## src/ffpg_pkg.sv

```systemverilog
// Constants, field layout and carrier types of the charger flag and power-good block.
// Assumes a 10 MHz system clock and word-aligned 32-bit Avalon-MM register access.
package ffpg_pkg;

  // Clock and timing
  localparam int unsigned CLK_PERIOD_NS = 100;
  localparam int unsigned TICK_TIME_US  = 1000;
  localparam int unsigned TICK_CYCLES   = (TICK_TIME_US * 1000) / CLK_PERIOD_NS;

  // Register byte offsets
  localparam logic [4:0] OFS_FLAG_STATUS  = 5'h00;
  localparam logic [4:0] OFS_FLAG_MASK    = 5'h04;
  localparam logic [4:0] OFS_LIVE_STATUS  = 5'h08;
  localparam logic [4:0] OFS_PIN_CONTROL  = 5'h0c;
  localparam logic [4:0] OFS_WAKE1_TIME   = 5'h10;
  localparam logic [4:0] OFS_WAKE2_TIME   = 5'h14;
  localparam logic [4:0] OFS_WARN_TIME    = 5'h18;
  localparam logic [4:0] OFS_SAFETY_LIMIT = 5'h1c;

  // Flag bit positions in status, mask and live registers
  localparam int unsigned FLAG_WIDTH      = 13;
  localparam int unsigned FLAG_TS_WARM    = 0;
  localparam int unsigned FLAG_TS_HOT     = 1;
  localparam int unsigned FLAG_CONV_DONE  = 2;
  localparam int unsigned FLAG_CMP1       = 3;
  localparam int unsigned FLAG_CMP2       = 4;
  localparam int unsigned FLAG_CMP3       = 5;
  localparam int unsigned FLAG_TS_OPEN    = 6;
  localparam int unsigned FLAG_WATCHDOG   = 7;
  localparam int unsigned FLAG_TIMER_EXP  = 8;
  localparam int unsigned FLAG_LDO_OCP    = 9;
  localparam int unsigned FLAG_WAKE1      = 10;
  localparam int unsigned FLAG_WAKE2      = 11;
  localparam int unsigned FLAG_RESET_WARN = 12;

  // Pin control field positions
  localparam int unsigned PIN_SEL_LSB   = 0;
  localparam int unsigned PIN_LEVEL_BIT = 2;

  // Reset values
  localparam logic [FLAG_WIDTH-1:0] RST_FLAG_MASK    = 13'h0000;
  localparam logic [1:0]            RST_OUTPUT_SEL   = 2'h0;
  localparam logic                  RST_GPO_LEVEL    = 1'b1;
  localparam logic [15:0]           RST_WAKE1_TIME   = 16'h0064;
  localparam logic [15:0]           RST_WAKE2_TIME   = 16'h03e8;
  localparam logic [15:0]           RST_WARN_TIME    = 16'h2710;
  localparam logic [23:0]           RST_SAFETY_LIMIT = 24'h36ee80;

  typedef enum logic [1:0] {
    SEL_SUPPLY  = 2'b00,
    SEL_MIRROR  = 2'b01,
    SEL_GPO     = 2'b10,
    SEL_GPO_ALT = 2'b11
  } ffpg_sel_type;

  // Analog comparator results, all levels
  typedef struct packed {
    logic ts_warm;
    logic ts_hot;
    logic ts_open;
    logic cmp1;
    logic cmp2;
    logic cmp3;
    logic wd_fault;
    logic ldo_ocp;
  } ffpg_cond_type;

endpackage : ffpg_pkg

```

## src/ffpg_top.sv

```systemverilog
// Flag/interrupt logic and power-good open-drain pin of a charge manager.
// Assumes synchronous inputs on sys_clk and an Avalon-MM master with waitrequest.
// What this block does
// - Each flag's status rising edge sets a sticky bit and may raise interrupt.
// - Conversion finish sets its flag; charger and timer ignore it.
// - Default mode drives power-good pin low while supply valid, else released.
// - Select 01 makes the pin mirror the push-button input.
// - Select 1x makes the pin a host-controlled general-purpose open-drain output.
// - In that mode level bit 0 pulls low, 1 releases; host writes it.
module ffpg_top
  import ffpg_pkg::*;
#(
  parameter int unsigned TICK_COUNT = TICK_CYCLES
)
(
  input  wire logic                  sys_clk,
  input  wire logic                  reset,
  input  wire logic                  clk_en,
  input  wire logic [4:0]            avs_address,
  input  wire logic                  avs_read,
  input  wire logic                  avs_write,
  input  wire logic [31:0]           avs_writedata,
  input  wire logic [3:0]            avs_byteenable,
  output logic      [31:0]           avs_readdata,
  output logic                       avs_waitrequest,
  input  wire ffpg_cond_type         cond,
  input  wire logic                  conv_done,
  input  wire logic                  input_supply,
  input  wire logic                  charge_enable,
  input  wire logic                  charge_active,
  input  wire logic                  push_button_input,
  output logic                       charge_allowed,
  output logic                       supply_valid_pin_out,
  output logic                       supply_valid_pin_oe_n,
  output logic                       irq
);

  logic                  ack;
  logic [FLAG_WIDTH-1:0] flag_status;
  logic [FLAG_WIDTH-1:0] flag_mask;
  logic [FLAG_WIDTH-1:0] live;
  logic [FLAG_WIDTH-1:0] live_prev;
  logic [FLAG_WIDTH-1:0] events;
  logic [FLAG_WIDTH-1:0] clear_bits;
  ffpg_sel_type          output_select_field;
  logic                  gpo_level_bit;
  logic [15:0]           wake1_time;
  logic [15:0]           wake2_time;
  logic [15:0]           warn_time;
  logic [23:0]           safety_limit;
  logic [13:0]           tick_cnt;
  logic                  tick;
  logic [15:0]           low_ms;
  logic [23:0]           safety_cnt;
  logic                  charge_timer_expired_flag;
  logic                  supply_prev;
  logic                  enable_prev;
  logic                  toggle_seen;
  logic                  wr_now;
  logic                  next_pin_oe_n;

  // Bus: one wait cycle, then the request completes
  assign avs_waitrequest = (avs_read | avs_write) & ~ack;
  assign wr_now          = clk_en & avs_write & ack;

  always_ff @(posedge sys_clk or posedge reset)
  begin
    if (reset)
      ack <= 1'b0;
    else if (clk_en)
      ack <= (avs_read | avs_write) & ~ack;
  end

  always_ff @(posedge sys_clk or posedge reset)
  begin
    if (reset)
      avs_readdata <= 32'h0000_0000;
    else if (clk_en && avs_read && !ack)
    begin
      case (avs_address)
        OFS_FLAG_STATUS:  avs_readdata <= {19'h0, flag_status};
        OFS_FLAG_MASK:    avs_readdata <= {19'h0, flag_mask};
        OFS_LIVE_STATUS:  avs_readdata <= {19'h0, live};
        OFS_PIN_CONTROL:  avs_readdata <= {29'h0, gpo_level_bit, output_select_field};
        OFS_WAKE1_TIME:   avs_readdata <= {16'h0, wake1_time};
        OFS_WAKE2_TIME:   avs_readdata <= {16'h0, wake2_time};
        OFS_WARN_TIME:    avs_readdata <= {16'h0, warn_time};
        OFS_SAFETY_LIMIT: avs_readdata <= {8'h0, safety_limit};
        default:          avs_readdata <= 32'h0000_0000;
      endcase
    end
  end

  // Configuration registers
  always_ff @(posedge sys_clk or posedge reset)
  begin
    if (reset)
    begin
      flag_mask           <= RST_FLAG_MASK;
      output_select_field <= ffpg_sel_type'(RST_OUTPUT_SEL);
      gpo_level_bit       <= RST_GPO_LEVEL;
      wake1_time          <= RST_WAKE1_TIME;
      wake2_time          <= RST_WAKE2_TIME;
      warn_time           <= RST_WARN_TIME;
      safety_limit        <= RST_SAFETY_LIMIT;
    end
    else if (wr_now)
    begin
      case (avs_address)
        OFS_FLAG_MASK:
        begin
          if (avs_byteenable[0]) flag_mask[7:0] <= avs_writedata[7:0];
          if (avs_byteenable[1]) flag_mask[12:8] <= avs_writedata[12:8];
        end
        OFS_PIN_CONTROL:
        begin
          if (avs_byteenable[0])
          begin
            output_select_field <= ffpg_sel_type'(avs_writedata[PIN_SEL_LSB +: 2]);
            gpo_level_bit       <= avs_writedata[PIN_LEVEL_BIT];
          end
        end
        OFS_WAKE1_TIME:
        begin
          if (avs_byteenable[0]) wake1_time[7:0] <= avs_writedata[7:0];
          if (avs_byteenable[1]) wake1_time[15:8] <= avs_writedata[15:8];
        end
        OFS_WAKE2_TIME:
        begin
          if (avs_byteenable[0]) wake2_time[7:0] <= avs_writedata[7:0];
          if (avs_byteenable[1]) wake2_time[15:8] <= avs_writedata[15:8];
        end
        OFS_WARN_TIME:
        begin
          if (avs_byteenable[0]) warn_time[7:0] <= avs_writedata[7:0];
          if (avs_byteenable[1]) warn_time[15:8] <= avs_writedata[15:8];
        end
        OFS_SAFETY_LIMIT:
        begin
          if (avs_byteenable[0]) safety_limit[7:0] <= avs_writedata[7:0];
          if (avs_byteenable[1]) safety_limit[15:8] <= avs_writedata[15:8];
          if (avs_byteenable[2]) safety_limit[23:16] <= avs_writedata[23:16];
        end
        default: ;
      endcase
    end
  end

  // Millisecond tick
  always_ff @(posedge sys_clk or posedge reset)
  begin
    if (reset)
      tick_cnt <= 14'h0000;
    else if (clk_en)
      tick_cnt <= tick ? 14'h0000 : tick_cnt + 14'h0001;
  end
  assign tick = (tick_cnt == 14'(TICK_COUNT - 1));

  // Button held-low time in milliseconds, saturating
  always_ff @(posedge sys_clk or posedge reset)
  begin
    if (reset)
      low_ms <= 16'h0000;
    else if (clk_en)
    begin
      if (push_button_input)
        low_ms <= 16'h0000;
      else if (tick && low_ms != 16'hffff)
        low_ms <= low_ms + 16'h0001;
    end
  end

  // Safety timer and toggle release
  assign toggle_seen = (input_supply != supply_prev) | (charge_enable != enable_prev);

  always_ff @(posedge sys_clk or posedge reset)
  begin
    if (reset)
    begin
      supply_prev               <= 1'b0;
      enable_prev               <= 1'b0;
      safety_cnt                <= 24'h000000;
      charge_timer_expired_flag <= 1'b0;
    end
    else if (clk_en)
    begin
      supply_prev <= input_supply;
      enable_prev <= charge_enable;
      if (charge_timer_expired_flag)
      begin
        safety_cnt <= 24'h000000;
        if (toggle_seen)
          charge_timer_expired_flag <= 1'b0;
      end
      else if (safety_limit != 24'h000000 && safety_cnt >= safety_limit)
        charge_timer_expired_flag <= 1'b1;
      else if (charge_active && tick)
        safety_cnt <= safety_cnt + 24'h000001;
    end
  end

  // Conversion-complete has no term here
  always_ff @(posedge sys_clk or posedge reset)
  begin
    if (reset)
      charge_allowed <= 1'b0;
    else if (clk_en)
      charge_allowed <= charge_enable & input_supply & ~charge_timer_expired_flag;
  end

  // Live flag levels
  always_comb
  begin
    live                  = '0;
    live[FLAG_TS_WARM]    = cond.ts_warm;
    live[FLAG_TS_HOT]     = cond.ts_hot;
    live[FLAG_CONV_DONE]  = conv_done;
    live[FLAG_CMP1]       = cond.cmp1;
    live[FLAG_CMP2]       = cond.cmp2;
    live[FLAG_CMP3]       = cond.cmp3;
    live[FLAG_TS_OPEN]    = cond.ts_open;
    live[FLAG_WATCHDOG]   = cond.wd_fault;
    live[FLAG_TIMER_EXP]  = charge_timer_expired_flag;
    live[FLAG_LDO_OCP]    = cond.ldo_ocp;
    live[FLAG_WAKE1]      = (low_ms >= wake1_time);
    live[FLAG_WAKE2]      = (low_ms >= wake2_time);
    live[FLAG_RESET_WARN] = (low_ms >= warn_time);
  end

  assign events     = live & ~live_prev;
  assign clear_bits = (wr_now && avs_address == OFS_FLAG_STATUS) ?
                      (avs_writedata[FLAG_WIDTH-1:0] & {{5{avs_byteenable[1]}},
                      {8{avs_byteenable[0]}}}) : '0;

  // Sticky flags: a new event wins over a write-one clear
  always_ff @(posedge sys_clk or posedge reset)
  begin
    if (reset)
    begin
      live_prev   <= '0;
      flag_status <= '0;
    end
    else if (clk_en)
    begin
      live_prev   <= live;
      flag_status <= (flag_status & ~clear_bits) | events;
    end
  end

  always_ff @(posedge sys_clk or posedge reset)
  begin
    if (reset)
      irq <= 1'b0;
    else if (clk_en)
      irq <= |(flag_status & flag_mask);
  end

  // Power-good open-drain pin; low enable means driving low
  always_comb
  begin
    case (output_select_field)
      SEL_SUPPLY:  next_pin_oe_n = ~input_supply;
      SEL_MIRROR:  next_pin_oe_n = push_button_input;
      SEL_GPO:     next_pin_oe_n = gpo_level_bit;
      SEL_GPO_ALT: next_pin_oe_n = gpo_level_bit;
      default:     next_pin_oe_n = 1'b1;
    endcase
  end

  assign supply_valid_pin_out = 1'b0;

  always_ff @(posedge sys_clk or posedge reset)
  begin
    if (reset)
      supply_valid_pin_oe_n <= 1'b1;
    else if (clk_en)
      supply_valid_pin_oe_n <= next_pin_oe_n;
  end

  // Checks
  a_flag_on_rise: assert property (@(posedge sys_clk) disable iff (reset)
    clk_en && (|events) |=> ((flag_status & $past(events)) == $past(events)))
    else $error("rising flag not latched");

  a_irq_from_mask: assert property (@(posedge sys_clk) disable iff (reset)
    clk_en && (|(flag_status & flag_mask)) |=> irq)
    else $error("unmasked flag without interrupt");

  a_conv_done_flag: assert property (@(posedge sys_clk) disable iff (reset)
    clk_en && conv_done && !live_prev[FLAG_CONV_DONE] |=> flag_status[FLAG_CONV_DONE])
    else $error("conversion flag missing");

  a_conv_no_charge: assert property (@(posedge sys_clk) disable iff (reset)
    clk_en && conv_done && charge_enable && input_supply && !charge_timer_expired_flag
    |=> charge_allowed)
    else $error("conversion affected charging");

  a_expired_blocks: assert property (@(posedge sys_clk) disable iff (reset)
    clk_en && charge_timer_expired_flag && !toggle_seen |=> charge_timer_expired_flag
    ##0 !charge_allowed && safety_cnt == 24'h000000)
    else $error("expired timer let charge run");

  a_toggle_clears: assert property (@(posedge sys_clk) disable iff (reset)
    clk_en && charge_timer_expired_flag && toggle_seen |=> !charge_timer_expired_flag)
    else $error("toggle did not clear timer flag");

  a_pin_supply: assert property (@(posedge sys_clk) disable iff (reset)
    clk_en && output_select_field == SEL_SUPPLY |=> supply_valid_pin_oe_n == !$past(input_supply))
    else $error("pin not tracking supply");

  a_pin_mirror: assert property (@(posedge sys_clk) disable iff (reset)
    clk_en && output_select_field == SEL_MIRROR |=>
    supply_valid_pin_oe_n == $past(push_button_input))
    else $error("pin not mirroring button");

  a_pin_gpo: assert property (@(posedge sys_clk) disable iff (reset)
    clk_en && output_select_field[1] |=> supply_valid_pin_oe_n == $past(gpo_level_bit))
    else $error("pin not following level bit");

  a_gpo_write: assert property (@(posedge sys_clk) disable iff (reset)
    wr_now && avs_address == OFS_PIN_CONTROL && avs_byteenable[0] && avs_writedata[1]
    ##1 clk_en |=> supply_valid_pin_oe_n == $past(avs_writedata[PIN_LEVEL_BIT], 2))
    else $error("written level not on pin");

  a_wake_flag: assert property (@(posedge sys_clk) disable iff (reset)
    clk_en && low_ms >= wake1_time && !live_prev[FLAG_WAKE1] |=> flag_status[FLAG_WAKE1])
    else $error("wake flag not set");

  c_timer_expire: cover property (@(posedge sys_clk) disable iff (reset)
    $rose(charge_timer_expired_flag));
  c_reset_warn: cover property (@(posedge sys_clk) disable iff (reset)
    $rose(flag_status[FLAG_RESET_WARN]));
  c_irq_raise: cover property (@(posedge sys_clk) disable iff (reset) $rose(irq));
  c_gpo_low: cover property (@(posedge sys_clk) disable iff (reset)
    output_select_field[1] && !supply_valid_pin_oe_n);

endmodule // ffpg_top

```

## config.mk

```make
export PLATFORM = sky130hd
export DESIGN_NAME = ffpg_top
export DESIGN_NICKNAME = d
export VERILOG_FILES = /design/src/ffpg_pkg.sv /design/src/ffpg_top.sv
export SDC_FILE = /design/constraint.sdc
export NUM_CORES = 1
export LEC_CHECK = 0
export ABC_AREA = 0
export BUFFER_PORTS_ARGS = -buffer_cell sky130_fd_sc_hd__buf_2
export CAP_MARGIN = 0
export CORE_UTILIZATION = 50
export DETAILED_ROUTE_END_ITERATION = 6
export PLACE_DENSITY = 0.72
export SLEW_MARGIN = 20
export SYNTH_ARGS = -nofsm -noshare
export SYNTH_HDL_FRONTEND = slang
export SYNTH_SLANG_ARGS = --single-unit
```

## constraint.sdc

```tcl
create_clock -name sys_clk -period 6.5 [get_ports sys_clk]
set_input_delay 0.65 -clock sys_clk [delete_from_list [all_inputs] [get_ports sys_clk]]
set_output_delay 0.65 -clock sys_clk [all_outputs]
set_load 0.05 [all_outputs]
```

==> results of run 1 <==
-- routing by layer --
layer | up-vias | track usage (%) | share of wire [%]
li1 | 4256 | - | -
met1 | 4452 | 38.7 | 44
met2 | 347 | 42.5 | 45
met3 | 40 | 6.46 | 8.2
met4 | 0 | 8.08 | 2.0
met5 | - | 0 | 0
-- layout by cell type (no fill, tap or decap), types with 34 or more instances in the layout --
cell	n
sky130_fd_sc_hd__a21oi_1	44
sky130_fd_sc_hd__a22oi_1	34
sky130_fd_sc_hd__buf_2	77
sky130_fd_sc_hd__dfrtp_1	172
sky130_fd_sc_hd__ha_1	75
sky130_fd_sc_hd__inv_1	95
sky130_fd_sc_hd__mux2_2	39
sky130_fd_sc_hd__nand2_1	168
sky130_fd_sc_hd__nor2_1	56
sky130_fd_sc_hd__o21ai_0	114
-- final cells by class --
| cell class | instances | area [µm²] |
|---|---|---|
| well taps | 275 | 344 |
| inverters | 96 | 368 |
| multi-input cells | 823 | 5360 |
| repair buffers | 86 | 453 |
| clock buffers | 19 | 453 |
| fillers | 1882 | 9080 |
| diodes | 1 | 2.50 |
| clock inverters | 13 | 144 |
| flip-flops and latches | 199 | 5010 |
-- kinds of logic after synthesis --
group	synth area share, %
XOR/XNOR	1.84
flip-flops	45.8
multiplexers	4.65
AO/OA/AOI/OAI	17.5
AND/OR/NAND/NOR	16.1
other	0.0343
buffers and inverters	5.52
adder cells (fa/ha/maj)	8.57
-- sequential cells by signal, summed over array words and instances (netlist names), 14 cells and up --
signal and count:
avs_readdata 24, low_ms 16, safety_cnt 24, safety_limit 24, tick_cnt 14, wake1_time 16, wake2_time 16, warn_time 16
-- how the worst min path moves through the flow --
stage                           start          endpoint  cells after the start
finish                          reset         low_ms[3]                      2
global route        avs_writedata[16]  safety_limit[16]                      3
CTS                 avs_writedata[22]  safety_limit[22]                      3
detailed placement      live_prev[11]   flag_status[11]                      1
global placement         live_prev[4]    flag_status[4]                      1
floorplan               live_prev[10]   flag_status[10]                      1
-- through the flow --
| step | power [mW] | instances | util [%] |
|---|---|---|---|
| detailed placement | 1.99 | 1479 | 54.4 |
| finish | 3.07 | 1512 | 57.2 |
| global placement | 1.97 | 1479 | 54.4 |
| floorplan | 1.83 | 1169 | - |
| CTS | 3.07 | 1511 | 57.2 |
| global route | 3.21 | 1512 | 57.2 |
-- critical path: stages (launching register included) --
cell,delay (ps)
sky130_fd_sc_hd__dfstp_2,570
sky130_fd_sc_hd__inv_1,60
sky130_fd_sc_hd__ha_1,330
sky130_fd_sc_hd__a21oi_1,190
sky130_fd_sc_hd__o21ai_0,140
sky130_fd_sc_hd__a221oi_1,360
sky130_fd_sc_hd__o211ai_1,400
sky130_fd_sc_hd__a21oi_2,640
sky130_fd_sc_hd__nand2_1,220
sky130_fd_sc_hd__o41ai_1,350
-- power groups by stage --
| stage | Combinational, mW | Sequential (mW) | Clock [mW] |
|---|---|---|---|
| 2_1_floorplan | 0.332 | 1.50 | 0 |
| 3_3_place_gp | 0.460 | 1.51 | 0 |
| 5_1_grt | 0.538 | 1.51 | 1.15 |
| 3_5_place_dp | 0.476 | 1.51 | 0 |
| 4_1_cts | 0.480 | 1.49 | 1.10 |
| 6_report | 0.480 | 1.49 | 1.09 |
==> out/summary.json, run 1 <==
{
  "status": {"value": "complete, no violations"},
  "timing.critical_path.fanout_max": {"value": 15},
  "crit_path_end_kind": {"value": "flop"},
  "netSwitchingFraction": {"value": 30.6, "unit": "%"},
  "synth.avg_cell_area": {"value": 9.43, "unit": "µm²"},
  "initial_antenna_violation_count": {"value": 2},
  "via_count": {"value": 9095},
  "synth_warnings": {"value": 0},
  "slew_headroom": {"value": 20.1, "unit": "%"},
  "final.setup_skew": {"value": 10.1, "unit": "ps"},
  "grt_pass1_vias": {"value": 8773},
  "cts_sinks": {"value": 199},
  "max-vdd-ir-drop": {"value": 0.188, "unit": "mV"},
  "die_area": {"value": 22500, "unit": "µm²"},
  "synth-async-reset-ratio": {"value": 100, "unit": "%"},
  "ff2ff_path_depth": {"value": 9},
  "via_count_normalized_by_instance_count": {"value": 6.02},
  "synth_top_area_share": {"value": 39.3, "unit": "%"},
  "worst-endpoint-required": {"value": 6830, "unit": "ps"},
  "die_x": {"value": 150, "unit": "µm"},
  "final_worst_path_period_need": {"value": 3380, "unit": "ps"},
  "routed_wirelength": {"value": 29600, "unit": "µm"},
  "worstSkewPairLatency": {"value": 440, "unit": "ps"},
  "areaGrowthSynthToFinish": {"value": 10.9, "unit": "%"},
  "drtAntennaViolNets": {"value": 0},
  "critical_path.startpoint": {"value": "safety_limit[11]"},
  "worstPathArrival": {"value": 3710, "unit": "ps"},
  "critPathKind": {"value": "flop to flop"},
  "timing.hold.ws": {"value": 313, "unit": "ps"},
  "pwr-share-clk": {"value": 35.7, "unit": "%"},
  "cts_buffer_depth": {"value": 2},
  "floorplan.io_pins": {"value": 96},
  "grt_usage": {"value": 27.6, "unit": "%"},
  "worst_pin_slew": {"value": 1190, "unit": "ps"},
  "post-synth-top-count-cell": {"value": "sky130_fd_sc_hd__dfrtp_1"},
  "cts.htree.levels": {"value": 4},
  "cellPowerDensity": {"value": 253, "unit": "nW/µm²"},
  "detailed_place_hpwl": {"value": 21200, "unit": "µm"},
  "comb_power_share": {"value": 15.6, "unit": "%"},
  "netlist_top_cells_count": {"value": "sky130_fd_sc_hd__dfrtp_1, sky130_fd_sc_hd__nand2_1, sky130_fd_sc_hd__o21ai_0"},
  "drt_iter0_drc": {"value": 791},
  "floorplan.die.height": {"value": 150, "unit": "µm"},
  "grt_pass1_wl": {"value": 47000, "unit": "µm"},
  "grt_start_max_net_pins": {"value": 138},
  "port_buffers": {"value": 77},
  "initial_core_util": {"value": 51.6, "unit": "%"},
  "cell_chosen_for_the_clock_root": {"value": "sky130_fd_sc_hd__clkbuf_16"},
  "synth_seq_cells": {"value": 199},
  "netlist_area": {"value": 10900, "unit": "µm²"},
  "critical_path.startpoint_type": {"value": "flop"},
  "core.rowCount": {"value": 53},
  "cts-buffers-inserted": {"value": 17},
  "r2r-end": {"value": "safety_cnt[4]"},
  "report.final.setup_viol": {"value": 0},
  "p_switching": {"value": 0.940, "unit": "mW"},
  "synthesis.instances": {"value": 1161},
  "final_total_negative_setup_slack": {"value": 0, "unit": "ps"},
  "netlist-cell-type-count": {"value": 63},
  "finalHoldViolCount": {"value": 0},
  "design_area": {"value": 12100, "unit": "µm²"},
  "postCtsSetupRepairBufs": {"value": 0},
  "postSynth.topFlopCell": {"value": "sky130_fd_sc_hd__dfrtp_1"},
  "fin_ws": {"value": 3120, "unit": "ps"},
  "grt_setup_unrepaired": {"value": "false"},
  "drive_gt1_share": {"value": 15.8, "unit": "%"},
  "worstReg2RegStart": {"value": "safety_limit[11]"},
  "detailedPlace.worstSlack": {"value": 3070, "unit": "ps"},
  "power.internal": {"value": 2.13, "unit": "mW"},
  "netlist.top_cell.by_area": {"value": "sky130_fd_sc_hd__dfrtp_1"},
  "drt_drc_violations_left": {"value": 0},
  "synth-edff-count": {"value": 0},
  "fp.coreArea": {"value": 21200, "unit": "µm²"},
  "critical_path_end": {"value": "safety_cnt[4]"},
  "synth.yosys.seq_area_share": {"value": 45.8, "unit": "%"},
  "synth.area.top_cells": {"value": "sky130_fd_sc_hd__dfrtp_1, sky130_fd_sc_hd__ha_1, sky130_fd_sc_hd__dfstp_2"},
  "overflow": {"value": 0},
  "final.period_utilization": {"value": 52.1, "unit": "%"},
  "detailedRoute.firstPassIterationCount": {"value": 5},
  "place.gp.congestion": {"value": 0.938},
  "tritoncts_clock_tree": {"value": "yes"},
  "post_dp_cell_area": {"value": 11500, "unit": "µm²"},
  "seqPwrFrac": {"value": 48.7, "unit": "%"},
  "cts-resized-gates": {"value": 0},
  "wire_per_inst": {"value": 19.6, "unit": "µm"},
  "hold_path.class": {"value": "input pin to asynchronous set/reset pin"},
  "clkSlewWorstSetupHoldPaths": {"value": 70, "unit": "ps"},
  "final-max-slew-violation-count": {"value": 0},
  "timing.fmax": {"value": 0.296, "unit": "GHz"},
  "drv.max_cap_violation_count": {"value": 0},
  "regToRegSetupSlack": {"value": 3120, "unit": "ps"},
  "layout.nets": {"value": 1357},
  "post_cts_hold_buffer_count": {"value": 0},
  "power_leakage": {"value": 5.98, "unit": "nW"}
}
Note: power is estimated with default switching activity, not from simulation.
==> run 2, diff against run 1 <==
--- a/config.mk
+++ b/config.mk
@@ -5,12 +5,12 @@
 export SDC_FILE = /design/constraint.sdc
 export NUM_CORES = 1
 export LEC_CHECK = 0
-export ABC_AREA = 0
+export ABC_AREA = 1
 export BUFFER_PORTS_ARGS = -buffer_cell sky130_fd_sc_hd__buf_2
 export CAP_MARGIN = 0
 export CORE_UTILIZATION = 50
 export DETAILED_ROUTE_END_ITERATION = 6
-export PLACE_DENSITY = 0.72
+export PLACE_DENSITY = 0.74
 export SLEW_MARGIN = 20
 export SYNTH_ARGS = -nofsm -noshare
 export SYNTH_HDL_FRONTEND = slang
==> constraint.sdc (replaced) <==
create_clock -name sys_clk -period 3.1 [get_ports sys_clk]
set_input_delay 0.31 -clock sys_clk [delete_from_list [all_inputs] [get_ports sys_clk]]
set_output_delay 0.31 -clock sys_clk [all_outputs]
set_load 0.05 [all_outputs]
==> out/summary.json, run 2 <==
{
  "detailedPlace.worstSlack": {"value": 890, "unit": "ps", "change": "was 3070 ps"},
  "cellPowerDensity": {"value": 485, "unit": "nW/µm²", "change": "was 253 nW/µm²"},
  "grt_pass1_vias": {"value": 9904, "change": "was 8773"},
  "hold_path.class": {"value": "input pin to asynchronous set/reset pin", "change": "unchanged"},
  "cts-resized-gates": {"value": 0, "change": "unchanged"},
  "netlist_area": {"value": 11700, "unit": "µm²", "change": "was 10900 µm²"},
  "finalHoldViolCount": {"value": 0, "change": "unchanged"},
  "final_cell_mix": {"value": "sky130_fd_sc_hd__nand2_1, sky130_fd_sc_hd__inv_1, sky130_fd_sc_hd__dfrtp_1", "change": "was sky130_fd_sc_hd__dfrtp_1, sky130_fd_sc_hd__nand2_1, sky130_fd_sc_hd__o21ai_0"},
  "critPathTopFamily": {"value": "simple AND/OR/NAND/NOR gates", "change": "was compound AO/OA/AOI/OAI gates"},
  "timing.fmax": {"value": 0.445, "unit": "GHz", "change": "was 0.296 GHz"},
  "netlist_top_cells_count": {"value": "sky130_fd_sc_hd__nand2_1, sky130_fd_sc_hd__inv_1, sky130_fd_sc_hd__dfrtp_1", "change": "was sky130_fd_sc_hd__dfrtp_1, sky130_fd_sc_hd__nand2_1, sky130_fd_sc_hd__o21ai_0"},
  "cts_sinks": {"value": 199, "change": "unchanged"},
  "cts.htree.levels": {"value": 4, "change": "unchanged"},
  "via_count_normalized_by_instance_count": {"value": 5.42, "change": "was 6.02"},
  "power_leakage": {"value": 6.84, "unit": "nW", "change": "was 5.98 nW"},
  "place.gp.congestion": {"value": 0.920, "change": "was 0.938"},
  "ff2ff_path_depth": {"value": 8, "change": "was 9"},
  "cp_cell_sequence": {"value": "ha_1 > nand3_1 > nor3_2 > nand4_1 > nand2_2 > nand2_2 > nand3_1 > o21ai_0", "change": "was inv_1 > ha_1 > a21oi_1 > o21ai_0 > a221oi_1 > o211ai_1 > a21oi_2 > nand2_1 > o41ai_1"},
  "slowest_delay": {"value": 470, "unit": "ps", "change": "was 640 ps"},
  "areaGrowthSynthToFinish": {"value": 11.4, "unit": "%", "change": "was 10.9%"},
  "synth.avg_cell_area": {"value": 7.54, "unit": "µm²", "change": "was 9.43 µm²"},
  "pwr-share-clk": {"value": 38.0, "unit": "%", "change": "was 35.7%"},
  "crit_path_end_kind": {"value": "flop", "change": "unchanged"},
  "final.setup_skew": {"value": 10.4, "unit": "ps", "change": "was 10.1 ps"},
  "drt_drc_violations_left": {"value": 0, "change": "unchanged"},
  "cts-buffers-inserted": {"value": 17, "change": "unchanged"},
  "routed_wirelength": {"value": 31800, "unit": "µm", "change": "was 29600 µm"},
  "postCtsSetupRepairBufs": {"value": 0, "change": "unchanged"},
  "die_x": {"value": 155, "unit": "µm", "change": "was 150 µm"},
  "grt_usage": {"value": 27.7, "unit": "%", "change": "was 27.6%"},
  "grt_start_max_net_pins": {"value": 128, "change": "was 138"},
  "p_switching": {"value": 1.86, "unit": "mW", "change": "was 0.940 mW"},
  "post_dp_cell_area": {"value": 12400, "unit": "µm²", "change": "was 11500 µm²"},
  "die_area": {"value": 23900, "unit": "µm²", "change": "was 22500 µm²"},
  "floorplan.die.height": {"value": 155, "unit": "µm", "change": "was 150 µm"},
  "wire_per_inst": {"value": 16.4, "unit": "µm", "change": "was 19.6 µm"},
  "clkSlewWorstSetupHoldPaths": {"value": 70, "unit": "ps", "change": "about the same"},
  "final-max-slew-violation-count": {"value": 0, "change": "unchanged"},
  "fin_ws": {"value": 854, "unit": "ps", "change": "was 3120 ps"},
  "filler_cell_count": {"value": 2105, "change": "was 1882"},
  "status": {"value": "complete, no violations", "change": "unchanged"},
  "synthesis.instances": {"value": 1545, "change": "was 1161"},
  "netlist.top_cell.by_area": {"value": "sky130_fd_sc_hd__dfrtp_1", "change": "unchanged"},
  "synth_seq_cells": {"value": 199, "change": "unchanged"},
  "via_count": {"value": 10500, "change": "was 9095"},
  "fp.coreArea": {"value": 22800, "unit": "µm²", "change": "was 21200 µm²"},
  "worstPathArrival": {"value": 2560, "unit": "ps", "change": "was 3710 ps"},
  "report.final.setup_viol": {"value": 0, "change": "unchanged"},
  "netSwitchingFraction": {"value": 29.5, "unit": "%", "change": "was 30.6%"},
  "final_total_negative_setup_slack": {"value": 0, "unit": "ps", "change": "unchanged"},
  "post_cts_hold_buffer_count": {"value": 0, "change": "unchanged"},
  "comb_power_share": {"value": 14.8, "unit": "%", "change": "was 15.6%"},
  "synth-edff-count": {"value": 0, "change": "unchanged"},
  "drive_gt1_share": {"value": 11.0, "unit": "%", "change": "was 15.8%"},
  "netlist-cell-type-count": {"value": 42, "change": "was 63"},
  "initial_antenna_violation_count": {"value": 1, "change": "was 2"},
  "slew_headroom": {"value": 53.5, "unit": "%", "change": "was 20.1%"},
  "port_buffers": {"value": 77, "change": "unchanged"},
  "timing.critical_path.fanout_max": {"value": 23, "change": "was 15"},
  "worst-endpoint-required": {"value": 3410, "unit": "ps", "change": "was 6830 ps"},
  "synth_warnings": {"value": 0, "change": "unchanged"},
  "core.rowCount": {"value": 55, "change": "was 53"},
  "cts_buffer_depth": {"value": 2, "change": "unchanged"},
  "post-synth-top-count-cell": {"value": "sky130_fd_sc_hd__nand2_1", "change": "was sky130_fd_sc_hd__dfrtp_1"},
  "reg_top3": {"value": "avs_readdata (24), safety_cnt (24), safety_limit (24)", "change": "unchanged"},
  "design_power_total": {"value": 6.30, "unit": "mW", "change": "was 3.07 mW"},
  "power.internal": {"value": 4.44, "unit": "mW", "change": "was 2.13 mW"},
  "seqPwrFrac": {"value": 47.2, "unit": "%", "change": "was 48.7%"},
  "final.period_utilization": {"value": 72.5, "unit": "%", "change": "was 52.1%"},
  "layout.nets": {"value": 1750, "change": "was 1357"},
  "synth-async-reset-ratio": {"value": 100, "unit": "%", "change": "unchanged"},
  "drv.max_cap_violation_count": {"value": 0, "change": "unchanged"},
  "regToRegSetupSlack": {"value": 850, "unit": "ps", "change": "was 3120 ps"},
  "worstSkewPairLatency": {"value": 440, "unit": "ps", "change": "about the same"},
  "critical_path.startpoint_type": {"value": "flop", "change": "unchanged"},
  "grt_setup_unrepaired": {"value": "false", "change": "unchanged"},
  "overflow": {"value": 0, "change": "unchanged"},
  "drt_iter0_drc": {"value": 975, "change": "was 791"},
  "grt_pass1_wl": {"value": 51500, "unit": "µm", "change": "was 47000 µm"},
  "r2r-end": {"value": "low_ms[14]", "change": "was safety_cnt[4]"},
  "worst_pin_slew": {"value": 697, "unit": "ps", "change": "was 1190 ps"},
  "placed_cells_incl_taps": {"value": 1910, "change": "was 1479"},
  "cell_chosen_for_the_clock_root": {"value": "sky130_fd_sc_hd__clkbuf_16", "change": "unchanged"},
  "critPathKind": {"value": "flop to flop", "change": "unchanged"},
  "layout.cells.most_common": {"value": "sky130_fd_sc_hd__nand2_1", "change": "was sky130_fd_sc_hd__dfrtp_1"},
  "detailedRoute.firstPassIterationCount": {"value": 6, "change": "was 5"},
  "floorplan.io_pins": {"value": 96, "change": "unchanged"},
  "max-vdd-ir-drop": {"value": 0.353, "unit": "mV", "change": "was 0.188 mV"},
  "drtAntennaViolNets": {"value": 0, "change": "unchanged"},
  "initial_core_util": {"value": 51.2, "unit": "%", "change": "was 51.6%"},
  "post_layout_nonfiller_instances": {"value": 1943, "change": "was 1512"},
  "timing.hold.ws": {"value": 4.96, "unit": "ps", "change": "was 313 ps"},
  "postLayoutCoreUtil": {"value": 57.0, "unit": "%", "change": "was 57.2%"},
  "synth.yosys.seq_area_share": {"value": 43.0, "unit": "%", "change": "was 45.8%"},
  "detailed_place_hpwl": {"value": 23400, "unit": "µm", "change": "was 21200 µm"},
  "worstReg2RegStart": {"value": "low_ms[1]", "change": "was safety_limit[11]"},
  "synth.area.top_cells": {"value": "sky130_fd_sc_hd__dfrtp_1, sky130_fd_sc_hd__nand2_1, sky130_fd_sc_hd__ha_1", "change": "was sky130_fd_sc_hd__dfrtp_1, sky130_fd_sc_hd__ha_1, sky130_fd_sc_hd__dfstp_2"},
  "crit_path_top_delay_cell": {"value": "sky130_fd_sc_hd__dfrtp_1", "change": "was sky130_fd_sc_hd__a21oi_2"},
  "tritoncts_clock_tree": {"value": "yes", "change": "unchanged"},
  "final_worst_path_period_need": {"value": 2250, "unit": "ps", "change": "was 3380 ps"},
  "synth_top_area_share": {"value": 36.9, "unit": "%", "change": "was 39.3%"},
  "design_area": {"value": 13000, "unit": "µm²", "change": "was 12100 µm²"},
  "cp_num_buf_inv": {"value": 0, "change": "was 1"},
  "postSynth.topFlopCell": {"value": "sky130_fd_sc_hd__dfrtp_1", "change": "unchanged"}
}
-- run 2: tightest hold or removal path, stage by stage --
cell and delay, ps:
sky130_fd_sc_hd__buf_2 110, sky130_fd_sc_hd__clkinvlp_4 90, sky130_fd_sc_hd__buf_4 340
-- run 2: cells by family (layout without fill, tap and decap cells) --
kind of cell / after synthesis / count (layout) / synth area share [%]
buffers and inverters: 232 / 308 / 7.98
adders and majority gates: 75 / 75 / 8.05
AOI/OAI and AO/OA: 229 / 229 / 10.8
other: 1 / 10 / 0.0322
xor gates and xnor gates: 24 / 24 / 1.80
and+or+nand+nor: 783 / 783 / 28.1
muxes: 2 / 2 / 0.193
DFF: 199 / 199 / 43.0
-- run 2: metal layers --
| layer | GRT usage [%] | up-vias | wire [µm] |
|---|---|---|---|
| met4 | 9.52 | 0 | 726 |
| met2 | 44.0 | 404 | 14600 |
| met5 | 0 | - | 0 |
| met3 | 4.37 | 60 | 2480 |
| met1 | 38.6 | 4929 | 14000 |
| li1 | - | 5129 | - |
-- run 2: worst max-delay path by stage --
stage,start,endpoint,depth (start not counted)
after floorplan,reset,ack,1
after global placement,low_ms[1],low_ms[14],8
after detailed placement,safety_limit[21],safety_cnt[4],10
after CTS,tick_cnt[0],safety_cnt[4],10
after global routing,low_ms[1],low_ms[3],8
final,low_ms[1],low_ms[14],8
-- run 2: final cells by class --
type,count,area (µm²),area share (%)
inverter,183,691,5.32
timing repair buffer,93,518,3.99
clock inverter,13,196,1.51
multi-input combinational,1122,5740,44.2
sequential,199,5010,38.6
antenna,1,2.50,0.0193
tap,313,392,3.02
clock buffer,19,433,3.33
-- run 2: power by group through the flow --
stage               combinational [mW]  sequential [mW]  clock [mW]
finish                           0.933             2.97        2.39
global route                      1.04             2.99        2.53
CTS                              0.932             2.97        2.41
global placement                 0.895             3.01           0
detailed placement               0.926             3.01           0
floorplan                        0.511             3.12           0
